===== config.mk =====
export PLATFORM = sky130hd
export DESIGN_NAME = dbcd_decoder
export DESIGN_NICKNAME = d
export VERILOG_FILES = /design/src/rtl/dbcd_decoder.v /design/src/rtl/dbcd_sync.v
export VERILOG_INCLUDE_DIRS = /design/src /design/src/rtl
export SDC_FILE = /design/constraint.sdc
export NUM_CORES = 1
export LEC_CHECK = 0
export BUFFER_PORTS_ARGS = -buffer_cell sky130_fd_sc_hd__buf_2
export CAP_MARGIN = 20
export CORE_ASPECT_RATIO = 1.75
export CORE_MARGIN = 5
export CORE_UTILIZATION = 50
export DETAILED_ROUTE_END_ITERATION = 10
export PLACE_DENSITY_LB_ADDON = 0.1
export REMOVE_ABC_BUFFERS = 1
export SYNTH_ARGS = -nofsm -noshare
export SYNTH_HDL_FRONTEND = slang
export SYNTH_SLANG_ARGS = --single-unit
export TNS_END_PERCENT = 30

===== constraint.sdc =====
create_clock -name clk_in -period 3.1 [get_ports clk_in]
set_input_delay 0.62 -clock clk_in [delete_from_list [all_inputs] [get_ports clk_in]]
set_output_delay 0.62 -clock clk_in [all_outputs]
set_load 0.02 [all_outputs]

===== src/rtl/dbcd_regs.vh =====
// Constants for the disc bus command decoder
`ifndef DBCD_REGS_VH
`define DBCD_REGS_VH
// Listen secondaries
`define DBCD_SEC_RXDATA   5'h00
`define DBCD_SEC_CMD8     5'h08
`define DBCD_SEC_CMD9     5'h09
`define DBCD_SEC_CMDA     5'h0a
`define DBCD_SEC_CMDB     5'h0b
`define DBCD_SEC_CMDC     5'h0c
`define DBCD_SEC_CLEAR    5'h10
`define DBCD_SEC_CRC      5'h11
`define DBCD_SEC_LOOP     5'h1e
`define DBCD_SEC_SELFTEST 5'h1f
// Opcodes (lower five bits)
`define DBCD_OP_SEEK      5'h02
`define DBCD_OP_STATUS    5'h03
`define DBCD_OP_READ      5'h05
`define DBCD_OP_VERIFY    5'h07
`define DBCD_OP_WRITE     5'h08
`define DBCD_OP_INIT      5'h0b
`define DBCD_OP_SETADDR   5'h0c
`define DBCD_OP_LOGADDR   5'h14
`define DBCD_OP_END       5'h15
`define DBCD_OP_FORMAT    5'h18
`define DBCD_OP_LOCK      5'h19
`define DBCD_OP_UNLOCK    5'h1a
// Command codes on cmd_code_out
`define DBCD_C_NONE       5'h00
`define DBCD_C_SEEK       5'h01
`define DBCD_C_REQ_STATUS 5'h02
`define DBCD_C_UBUF_READ  5'h03
`define DBCD_C_VERIFY     5'h04
`define DBCD_C_UBUF_WRITE 5'h05
`define DBCD_C_INIT       5'h06
`define DBCD_C_SET_ADDR   5'h07
`define DBCD_C_REQ_LOG    5'h08
`define DBCD_C_END        5'h09
`define DBCD_C_BUF_WRITE  5'h0a
`define DBCD_C_BUF_READ   5'h0b
`define DBCD_C_BUF_RDVFY  5'h0c
`define DBCD_C_UBUF_RDVFY 5'h0d
`define DBCD_C_REQ_PHYS   5'h0e
`define DBCD_C_FORMAT     5'h0f
`define DBCD_C_LOCK       5'h10
`define DBCD_C_UNLOCK     5'h11
`define DBCD_C_RX_DATA    5'h12
`define DBCD_C_DEV_CLEAR  5'h13
`define DBCD_C_CRC_RX     5'h14
`define DBCD_C_WR_LOOP    5'h15
`define DBCD_C_SELFTEST   5'h16
`define DBCD_C_TX_DATA    5'h17
`define DBCD_C_TX_ADDR    5'h18
`define DBCD_C_TX_JUMP    5'h19
`define DBCD_C_CRC_TX     5'h1a
`define DBCD_C_RD_LOOP    5'h1b
`define DBCD_C_RD_SELF    5'h1c
`define DBCD_C_UNIV_CLEAR 5'h1d
`define DBCD_C_SEL_CLEAR  5'h1e
`define DBCD_C_IDENTIFY   5'h1f
// Pair classes
`define DBCD_P_NONE       2'h0
`define DBCD_P_ADDR       2'h1
`define DBCD_P_TX         2'h2
`define DBCD_P_RX         2'h3
// Error codes
`define DBCD_E_NONE       2'h0
`define DBCD_E_PROGRAM    2'h1
`define DBCD_E_ILLEGAL    2'h2
// Poll withdraw time
`define DBCD_PPD_NS       50000
`define DBCD_CLK_NS       25
`endif


===== src/rtl/dbcd_decoder.v =====
// Command decoder and sequencer for a disc controller
//
// Overview of operation
// - Hold secondary until prior command done
// - Pair first starts nothing long
// - Poll off once secondary accepted
// - Poll withdrawn within fifty microseconds
// - Unsupported legacy commands give error
// - Decode only lower five opcode bits
// - Listen 08 and 09 opcode decode
// - Listen 0A 0B 0C decode
// - Opcode-free listen and talk decode
// - Clears and identify via own sequences
// - Cylinder high byte first
// - Sector count high byte first
// - Broken pair flags program error
// - Poll off until selftest and drive ready
`default_nettype none
`include "dbcd_regs.vh"
module dbcd_decoder (
   input  wire        clk_in,
   input  wire        reset_in,
   input  wire [7:0]  bus_data_in,
   input  wire        bus_atn_in,
   input  wire        bus_dav_in,
   input  wire        listen_in,
   input  wire        talk_in,
   input  wire        univ_clear_in,
   input  wire        sel_clear_in,
   input  wire        identify_in,
   input  wire        selftest_ok_in,
   input  wire        drive_ready_in,
   input  wire        cmd_done_in,
   output reg         byte_accept_out,
   output reg         poll_enable_out,
   output reg         cmd_valid_out,
   output reg  [4:0]  cmd_code_out,
   output reg         long_op_ok_out,
   output reg  [1:0]  error_out,
   output reg         error_valid_out,
   output reg  [7:0]  unit_out,
   output reg  [15:0] cylinder_out,
   output reg  [7:0]  head_out,
   output reg  [7:0]  sector_out,
   output reg  [15:0] sector_count_out,
   output reg         params_valid_out
);
   localparam [31:0] PPD_CYC = `DBCD_PPD_NS / `DBCD_CLK_NS;
   localparam [2:0] ST_POWER = 3'h0;
   localparam [2:0] ST_IDLE  = 3'h1;
   localparam [2:0] ST_OPC   = 3'h2;
   localparam [2:0] ST_PARAM = 3'h3;
   localparam [2:0] ST_BUSY  = 3'h4;

   ////////////////////////////////////////////////////////////////////////////
   // Pin synchronisers
   wire [14:0] sync_q;
   dbcd_sync #(.W(15)) u_sync (
      .clk_in   (clk_in),
      .reset_in (reset_in),
      .d_in     ({bus_data_in, bus_atn_in, bus_dav_in, listen_in, talk_in,
                  univ_clear_in, sel_clear_in, identify_in}),
      .q_out    (sync_q)
   );
   wire [7:0] s_data  = sync_q[14:7];
   wire       s_atn   = sync_q[6];
   wire       s_dav   = sync_q[5];
   wire       s_lsn   = sync_q[4];
   wire       s_tlk   = sync_q[3];
   wire       s_uclr  = sync_q[2];
   wire       s_sclr  = sync_q[1];
   wire       s_ident = sync_q[0];

   reg        dav_q;
   reg  [2:0] state;
   reg  [4:0] sec;
   reg  [2:0] pidx;
   reg  [2:0] plen;
   reg  [1:0] pend_pair;
   reg  [4:0] pend_code;
   reg        ppd_wait;
   reg [15:0] ppd_cnt;
   reg  [7:0] hi_byte;
   wire       dav_rise = s_dav & ~dav_q;
   wire       is_sec   = s_atn & (s_data[6:5] == 2'b11);
   wire [4:0] opc      = s_data[4:0];

   // Decode of secondary plus opcode
   reg  [4:0] dec_code;
   reg  [1:0] dec_pair;
   reg  [2:0] dec_len;
   always @* begin
      dec_code = `DBCD_C_NONE;
      dec_pair = `DBCD_P_NONE;
      dec_len  = 3'h1;
      case (sec)
         `DBCD_SEC_CMD8: begin
            case (opc)
               `DBCD_OP_SEEK:    begin dec_code = `DBCD_C_SEEK; dec_len = 3'h5; end
               `DBCD_OP_STATUS:  begin dec_code = `DBCD_C_REQ_STATUS; dec_pair = `DBCD_P_ADDR; end
               `DBCD_OP_READ:    begin dec_code = `DBCD_C_UBUF_READ; dec_pair = `DBCD_P_TX; end
               `DBCD_OP_VERIFY:  begin dec_code = `DBCD_C_VERIFY; dec_len = 3'h3; end
               `DBCD_OP_WRITE:   begin dec_code = `DBCD_C_UBUF_WRITE; dec_pair = `DBCD_P_RX; end
               `DBCD_OP_INIT:    begin dec_code = `DBCD_C_INIT; dec_pair = `DBCD_P_RX; end
               `DBCD_OP_SETADDR: begin dec_code = `DBCD_C_SET_ADDR; dec_len = 3'h5; end
               `DBCD_OP_LOGADDR: begin dec_code = `DBCD_C_REQ_LOG; dec_pair = `DBCD_P_ADDR; end
               `DBCD_OP_END:     dec_code = `DBCD_C_END;
               default:          dec_code = `DBCD_C_NONE;
            endcase
         end
         `DBCD_SEC_CMD9: begin
            if (opc == `DBCD_OP_WRITE) begin
               dec_code = `DBCD_C_BUF_WRITE;
               dec_pair = `DBCD_P_RX;
            end
         end
         `DBCD_SEC_CMDA: begin
            case (opc)
               `DBCD_OP_STATUS:  begin dec_code = `DBCD_C_REQ_STATUS; dec_pair = `DBCD_P_ADDR; end
               `DBCD_OP_READ:    begin dec_code = `DBCD_C_BUF_READ; dec_pair = `DBCD_P_TX; end
               `DBCD_OP_LOGADDR: begin dec_code = `DBCD_C_REQ_LOG; dec_pair = `DBCD_P_ADDR; end
               default:          dec_code = `DBCD_C_NONE;
            endcase
         end
         `DBCD_SEC_CMDB: begin
            if (opc == `DBCD_OP_READ) begin
               dec_code = `DBCD_C_BUF_RDVFY;
               dec_pair = `DBCD_P_TX;
            end
         end
         `DBCD_SEC_CMDC: begin
            case (opc)
               `DBCD_OP_READ:    begin dec_code = `DBCD_C_UBUF_RDVFY; dec_pair = `DBCD_P_TX; end
               `DBCD_OP_LOGADDR: begin dec_code = `DBCD_C_REQ_PHYS; dec_pair = `DBCD_P_ADDR; end
               `DBCD_OP_FORMAT:  begin dec_code = `DBCD_C_FORMAT; dec_len = 3'h4; end
               `DBCD_OP_LOCK:    dec_code = `DBCD_C_LOCK;
               `DBCD_OP_UNLOCK:  dec_code = `DBCD_C_UNLOCK;
               default:          dec_code = `DBCD_C_NONE;
            endcase
         end
         default: dec_code = `DBCD_C_NONE;
      endcase
   end

   // Opcode-free secondaries, listen or talk
   reg [4:0] sec_code;
   reg [1:0] sec_need;
   always @* begin
      sec_code = `DBCD_C_NONE;
      sec_need = `DBCD_P_NONE;
      if (s_lsn) begin
         case (s_data[4:0])
            `DBCD_SEC_RXDATA:   begin sec_code = `DBCD_C_RX_DATA; sec_need = `DBCD_P_RX; end
            `DBCD_SEC_CLEAR:    sec_code = `DBCD_C_DEV_CLEAR;
            `DBCD_SEC_CRC:      sec_code = `DBCD_C_CRC_RX;
            `DBCD_SEC_LOOP:     sec_code = `DBCD_C_WR_LOOP;
            `DBCD_SEC_SELFTEST: sec_code = `DBCD_C_SELFTEST;
            default:            sec_code = `DBCD_C_NONE;
         endcase
      end else if (s_tlk) begin
         case (s_data[4:0])
            `DBCD_SEC_RXDATA:   begin sec_code = `DBCD_C_TX_DATA; sec_need = `DBCD_P_TX; end
            `DBCD_SEC_CMD8:     begin sec_code = `DBCD_C_TX_ADDR; sec_need = `DBCD_P_ADDR; end
            `DBCD_SEC_CLEAR:    sec_code = `DBCD_C_TX_JUMP;
            `DBCD_SEC_CRC:      sec_code = `DBCD_C_CRC_TX;
            `DBCD_SEC_LOOP:     sec_code = `DBCD_C_RD_LOOP;
            `DBCD_SEC_SELFTEST: sec_code = `DBCD_C_RD_SELF;
            default:            sec_code = `DBCD_C_NONE;
         endcase
      end
   end
   wire opc_sec = s_lsn & ((s_data[4:0] >= `DBCD_SEC_CMD8) & (s_data[4:0] <= `DBCD_SEC_CMDC));

   ////////////////////////////////////////////////////////////////////////////
   // Sequencer
   always @(posedge clk_in) begin
      if (reset_in) begin
         dav_q            <= 1'b0;
         state            <= ST_POWER;
         sec              <= 5'h00;
         pidx             <= 3'h0;
         plen             <= 3'h0;
         pend_pair        <= `DBCD_P_NONE;
         pend_code        <= `DBCD_C_NONE;
         ppd_wait         <= 1'b0;
         ppd_cnt          <= 16'h0000;
         hi_byte          <= 8'h00;
         byte_accept_out  <= 1'b0;
         poll_enable_out  <= 1'b0;
         cmd_valid_out    <= 1'b0;
         cmd_code_out     <= `DBCD_C_NONE;
         long_op_ok_out   <= 1'b0;
         error_out        <= `DBCD_E_NONE;
         error_valid_out  <= 1'b0;
         unit_out         <= 8'h00;
         cylinder_out     <= 16'h0000;
         head_out         <= 8'h00;
         sector_out       <= 8'h00;
         sector_count_out <= 16'h0000;
         params_valid_out <= 1'b0;
      end else begin
         dav_q            <= s_dav;
         byte_accept_out  <= 1'b0;
         cmd_valid_out    <= 1'b0;
         error_valid_out  <= 1'b0;
         params_valid_out <= 1'b0;
         // Poll drops at once; count sets minimum busy
         if (ppd_wait) begin
            ppd_cnt <= ppd_cnt + 16'h0001;
            if (ppd_cnt >= PPD_CYC[15:0] - 16'h0001) ppd_wait <= 1'b0;
         end
         // Clears and identify skip the decode
         if (s_uclr | s_sclr | s_ident) begin
            cmd_valid_out  <= 1'b1;
            cmd_code_out   <= s_uclr ? `DBCD_C_UNIV_CLEAR :
                              (s_sclr ? `DBCD_C_SEL_CLEAR : `DBCD_C_IDENTIFY);
            long_op_ok_out <= 1'b0;
            pend_pair      <= `DBCD_P_NONE;
            if (state != ST_POWER) state <= ST_BUSY;
         end else begin
            case (state)
               ST_POWER: begin
                  if (selftest_ok_in & drive_ready_in) begin
                     poll_enable_out <= 1'b1;
                     state           <= ST_IDLE;
                  end
               end
               ST_IDLE: begin
                  // Secondaries wait for this state
                  if (dav_rise & ~(is_sec & ~(s_lsn | s_tlk))) begin
                     byte_accept_out <= 1'b1;
                     if (is_sec) begin
                        poll_enable_out <= 1'b0;
                        ppd_wait        <= 1'b1;
                        ppd_cnt         <= 16'h0000;
                        sec             <= s_data[4:0];
                        if (opc_sec) begin
                           state <= ST_OPC;
                        end else if (sec_code == `DBCD_C_NONE) begin
                           error_out       <= `DBCD_E_ILLEGAL;
                           error_valid_out <= 1'b1;
                           pend_pair       <= `DBCD_P_NONE;
                           state           <= ST_BUSY;
                        end else if (sec_need != pend_pair) begin
                           error_out       <= `DBCD_E_PROGRAM;
                           error_valid_out <= 1'b1;
                           pend_pair       <= `DBCD_P_NONE;
                           state           <= ST_BUSY;
                        end else begin
                           cmd_valid_out <= 1'b1;
                           cmd_code_out  <= sec_code;
                           // Pair second releases long op
                           long_op_ok_out <= (sec_need != `DBCD_P_NONE);
                           pend_pair <= `DBCD_P_NONE;
                           state     <= ST_BUSY;
                        end
                     end
                  end
               end
               ST_OPC: begin
                  if (dav_rise & s_atn) begin
                     byte_accept_out <= 1'b1;
                     pend_pair       <= `DBCD_P_NONE;
                     state           <= ST_BUSY; // Aborted
                  end else if (dav_rise) begin
                     byte_accept_out <= 1'b1;
                     if (dec_code == `DBCD_C_NONE) begin
                        // Covers legacy opcodes and any unlisted pair
                        error_out       <= `DBCD_E_ILLEGAL;
                        error_valid_out <= 1'b1;
                        pend_pair       <= `DBCD_P_NONE;
                        state           <= ST_BUSY;
                     end else begin
                        if (pend_pair != `DBCD_P_NONE) begin
                           error_out       <= `DBCD_E_PROGRAM;
                           error_valid_out <= 1'b1;
                        end
                        pend_code <= dec_code;
                        pend_pair <= dec_pair;
                        plen      <= dec_len;
                        pidx      <= 3'h0;
                        state     <= ST_PARAM;
                     end
                  end
               end
               ST_PARAM: begin
                  if (dav_rise) begin
                     byte_accept_out <= 1'b1;
                     if (s_atn) begin
                        pend_pair <= `DBCD_P_NONE;
                        state     <= ST_BUSY;
                     end else begin
                        case (pidx)
                           3'h0: unit_out <= s_data;
                           3'h1: hi_byte  <= s_data;
                           3'h2: begin
                              cylinder_out     <= {hi_byte, s_data};
                              sector_count_out <= {hi_byte, s_data};
                           end
                           3'h3: head_out   <= s_data;
                           3'h4: sector_out <= s_data;
                           default: hi_byte <= hi_byte;
                        endcase
                        pidx <= pidx + 3'h1;
                        if (pidx + 3'h1 == plen) begin
                           params_valid_out <= 1'b1;
                           cmd_valid_out    <= 1'b1;
                           cmd_code_out     <= pend_code;
                           // Pair first waits
                           long_op_ok_out   <= (pend_pair == `DBCD_P_NONE);
                           state            <= (pend_pair == `DBCD_P_NONE) ? ST_BUSY : ST_IDLE;
                        end
                     end
                  end
               end
               ST_BUSY: begin
                  if (cmd_done_in & ~ppd_wait) begin
                     dav_q           <= 1'b0;
                     long_op_ok_out  <= 1'b0;
                     poll_enable_out <= 1'b1;
                     state           <= ST_IDLE;
                  end
               end
               default: state <= ST_IDLE;
            endcase
         end
      end
   end
endmodule // dbcd_decoder
`default_nettype wire


===== src/rtl/dbcd_sync.v =====
// Two flip-flop synchroniser for pin inputs
`default_nettype none
module dbcd_sync #(
   parameter W = 1
) (
   input  wire         clk_in,
   input  wire         reset_in,
   input  wire [W-1:0] d_in,
   output reg  [W-1:0] q_out
);
   reg [W-1:0] meta;
   // First stage is read only by the second
   always @(posedge clk_in) begin
      if (reset_in) begin
         meta  <= {W{1'b0}};
         q_out <= {W{1'b0}};
      end else begin
         meta  <= d_in;
         q_out <= meta;
      end
   end
endmodule // dbcd_sync
`default_nettype wire


==> results.cfg <==
[cts]
htreeDepth = 4
cts_tree = built
clk_latency_ns = 0.41
post_cts_buffers = 0
clkSinkCount = 130
clkSlewWorstSetupHoldPaths_ns = 0.07
cts-root-buf = clkbuf_16
cts_buffers = 17
clockBufferDepth = 2

[critical_path]
critPathLaunch = u_sync.q_out[11]$_SDFF_PP0_
critPathKind = register to register
r2r-start = u_sync.q_out[11]$_SDFF_PP0_
worstPathRequired_ns = 3.45
start_kind = register
crit_path_max_fanout = 18
crit_path_frequent_cell = buf_4
crit_path_end_kind = register
slowest_stage = dfxtp_1
worstPathCellList = buf_4 -> mux2_2 -> o21ai_0 -> a21oi_1 -> a2111oi_1 -> buf_4 -> a211oi_1 -> o21ai_1 -> o221a_1
cpPeakStageDelay_ns = 0.69
worstPathArrival_ns = 3.10

[floorplan]
die_area_um2 = 14600
top_level_ports = 89
die_h_um = 156
rows = 53
coreArea_um2 = 12000
die_w_um = 93.6
start_util = 0.509

[pwr]
cellPowerDensity_nw_per_um2 = 560
ir_drop_mv = 0.501
p_leak_uw = 0.00284
finalPower_uw = 4050

[timing]
worstMarginPinSlew_ns = 0.924
drv_slew = 0
hold_viol = 0
setup_ws_ns = 0.351
fin_crit_ns = 2.75
slew_headroom = 0.368
setup-tns-final_ns = 0
fin_crit_sh = 0.887
finClkSkew_ns = 0.00996
setup_viol = 0
hold_ws_ns = 0.408
clock.fmax_mhz = 364
rsz0062_at_grt = false

[global_route]
grt_pass1_vias = 5564
grtUsageTotal = 0.250
grt_pass1_wl_um = 28800
antenna_found_initial = 0
gr-total-overflow = 0
grt_max_degree = 64

[synthesis]
synth_top_family_by_area = simple AND/OR/NAND/NOR gates
syn_avg_cell_area_um2 = 8.03
ys_seq_area_frac = 0.426
yosys-top-cells-area = dfxtp_1, nand2_1, a21oi_1
yosys.area_share.simple = 0.275
syn-cell-area_um2 = 6110
synth_flop_cell = dfxtp_1
synth-compound-area-share = 0.180
synth_cells = 761
synth_cell_type_count = 68
synth_top_area_frac = 0.426
synthAdderAreaFrac = 0.0123
synthMuxAreaShare = 0.0133
ys_warn_count = 0
synth-edff-count = 0
ys_ff_latch = 130
synthArstFlopShare = 0
yosys-top-cells-count = dfxtp_1, nand2_1, a21oi_1
yosys.area.top_type = dfxtp_1
yosys.area_share.xor_xnor = 0.0287

[min_path]
hp-class = input pin to register
hp-start = talk_in

[final_layout]
drive_gt1_frac = 0.209
nets = 860
area_delta_synth_final_pct = 18.3
fillerInstances = 1105
diodes = 0
instances_no_fill = 1012

[run_status]
status = complete, no violations

[drt]
vias = 5728
wl_um = 17900
viasPerCell = 5.66
drc = 0
antenna_left = 0
drtIter0Drc = 351
first_pass_iters = 7
wl_per_cell_um = 17.7

[placement]
dp_hpwl_um = 13400
pre_cts_ws_ns = 0.270
dp_cells = 980
place.gp.congestion = 0.947
port_buffers = 88

[run]
maxCapViolations = 0
## sequential cells by signal (all words and copies together) (netlist names), 2 cells and up
register,count
pend_code,5
plen,3
ppd_cnt,16
cmd_code_out,5
unit_out,8
error_out,2
sector_count_out,16
pidx,3
sector_out,8
state,3
u_sync.meta,15
head_out,8
sec,5
hi_byte,8
u_sync.q_out,15
pend_pair,2
## kinds of logic (layout without fill, tap and decap cells)
group / after synthesis / count (layout)
multiplexers: 8 / 8
adder cells (fa/ha/maj): 6 / 6
AND/OR/NAND/NOR: 343 / 343
XOR/XNOR: 20 / 20
buffers and inverters: 82 / 168
flip-flops: 130 / 130
AO/OA/AOI/OAI: 172 / 172
## routing by layer
metal	GRT usage	share of wire	vias up
met1	0.267	0.37	2657
met5	0	0	-
met4	0.136	0.047	0
li1	-	-	2780
met3	0.0471	0.048	70
met2	0.455	0.53	221
## through the flow
stage	cell area, µm²	util
final	7230	0.602
after floorplan	5760	-
after detailed placement	6680	0.557
after global routing	7230	0.602
after CTS	7230	0.602
after global placement	6680	0.557
## path summary, 6_finish.rpt
check / end / slack, ns / cells after the start
setup / recovery: cmd_code_out[0]$_SDFFE_PP0P_ / 0.35 / 9
hold / removal: u_sync.meta[3]$_SDFF_PP0_ / 0.41 / 2
setup reg to reg: cmd_code_out[0]$_SDFFE_PP0P_ / 0.35 / 9
hold reg to reg: u_sync.q_out[6]$_SDFF_PP0_ / 0.43 / 1
## cell usage in the layout, fill, tap and decap left out, types with 5 or more instances in the layout
cell	Yosys	routed
a2111oi_0	6	5
a211oi_1	7	7
a21oi_1	81	81
a311oi_1	5	5
and3_1	6	6
buf_2	13	87
buf_4	16	35
clkbuf_16	0	17
clkinvlp_4	0	6
dfxtp_1	130	130
ha_1	6	6
inv_1	13	13
mux2i_1	7	7
nand2_1	130	130
nand2b_1	13	13
nand3_1	39	39
nand4_1	5	5
nor2_1	58	58
nor2b_1	33	33
nor3_1	16	16
nor4_1	6	6
o21ai_0	25	25
o32ai_1	5	5
or2_2	7	7
xnor2_1	9	9
xor2_1	11	11
## repair_timing
item / in CTS / in global routing
endpoints found under the setup margin: 0 / 1
gates resized for setup: 0 / 1
hold buffers: 0 / 0
## power by group
part | total, µW | switching (µW) | internal, µW | leakage [µW]
registers | 1750 | 35.2 | 1710 | 0.00106
clock network | 1840 | 788 | 1050 | 0.000249
logic | 463 | 298 | 165 | 0.00153
total | 4050 | 1120 | 2930 | 0.00284
## critical path, delay by kind of cell (launching register included)
family / cells / cell delay [ns]
AO/OA/AOI/OAI: 6 / 1.17
flip-flops: 1 / 0.69
buffers and inverters: 2 / 0.50
multiplexers: 1 / 0.34
## final cells by class
| cell class | instances | area, µm² | area share |
|---|---|---|---|
| multi-input combinational | 549 | 3110 | 0.430 |
| sequential | 130 | 2600 | 0.360 |
| tap | 165 | 206 | 0.0286 |
| clock buffer | 19 | 443 | 0.0613 |
| timing repair buffer | 123 | 718 | 0.0993 |
| clock inverter | 13 | 103 | 0.0142 |
| inverter | 13 | 48.8 | 0.00675 |
(Power assumes the default switching activity.)
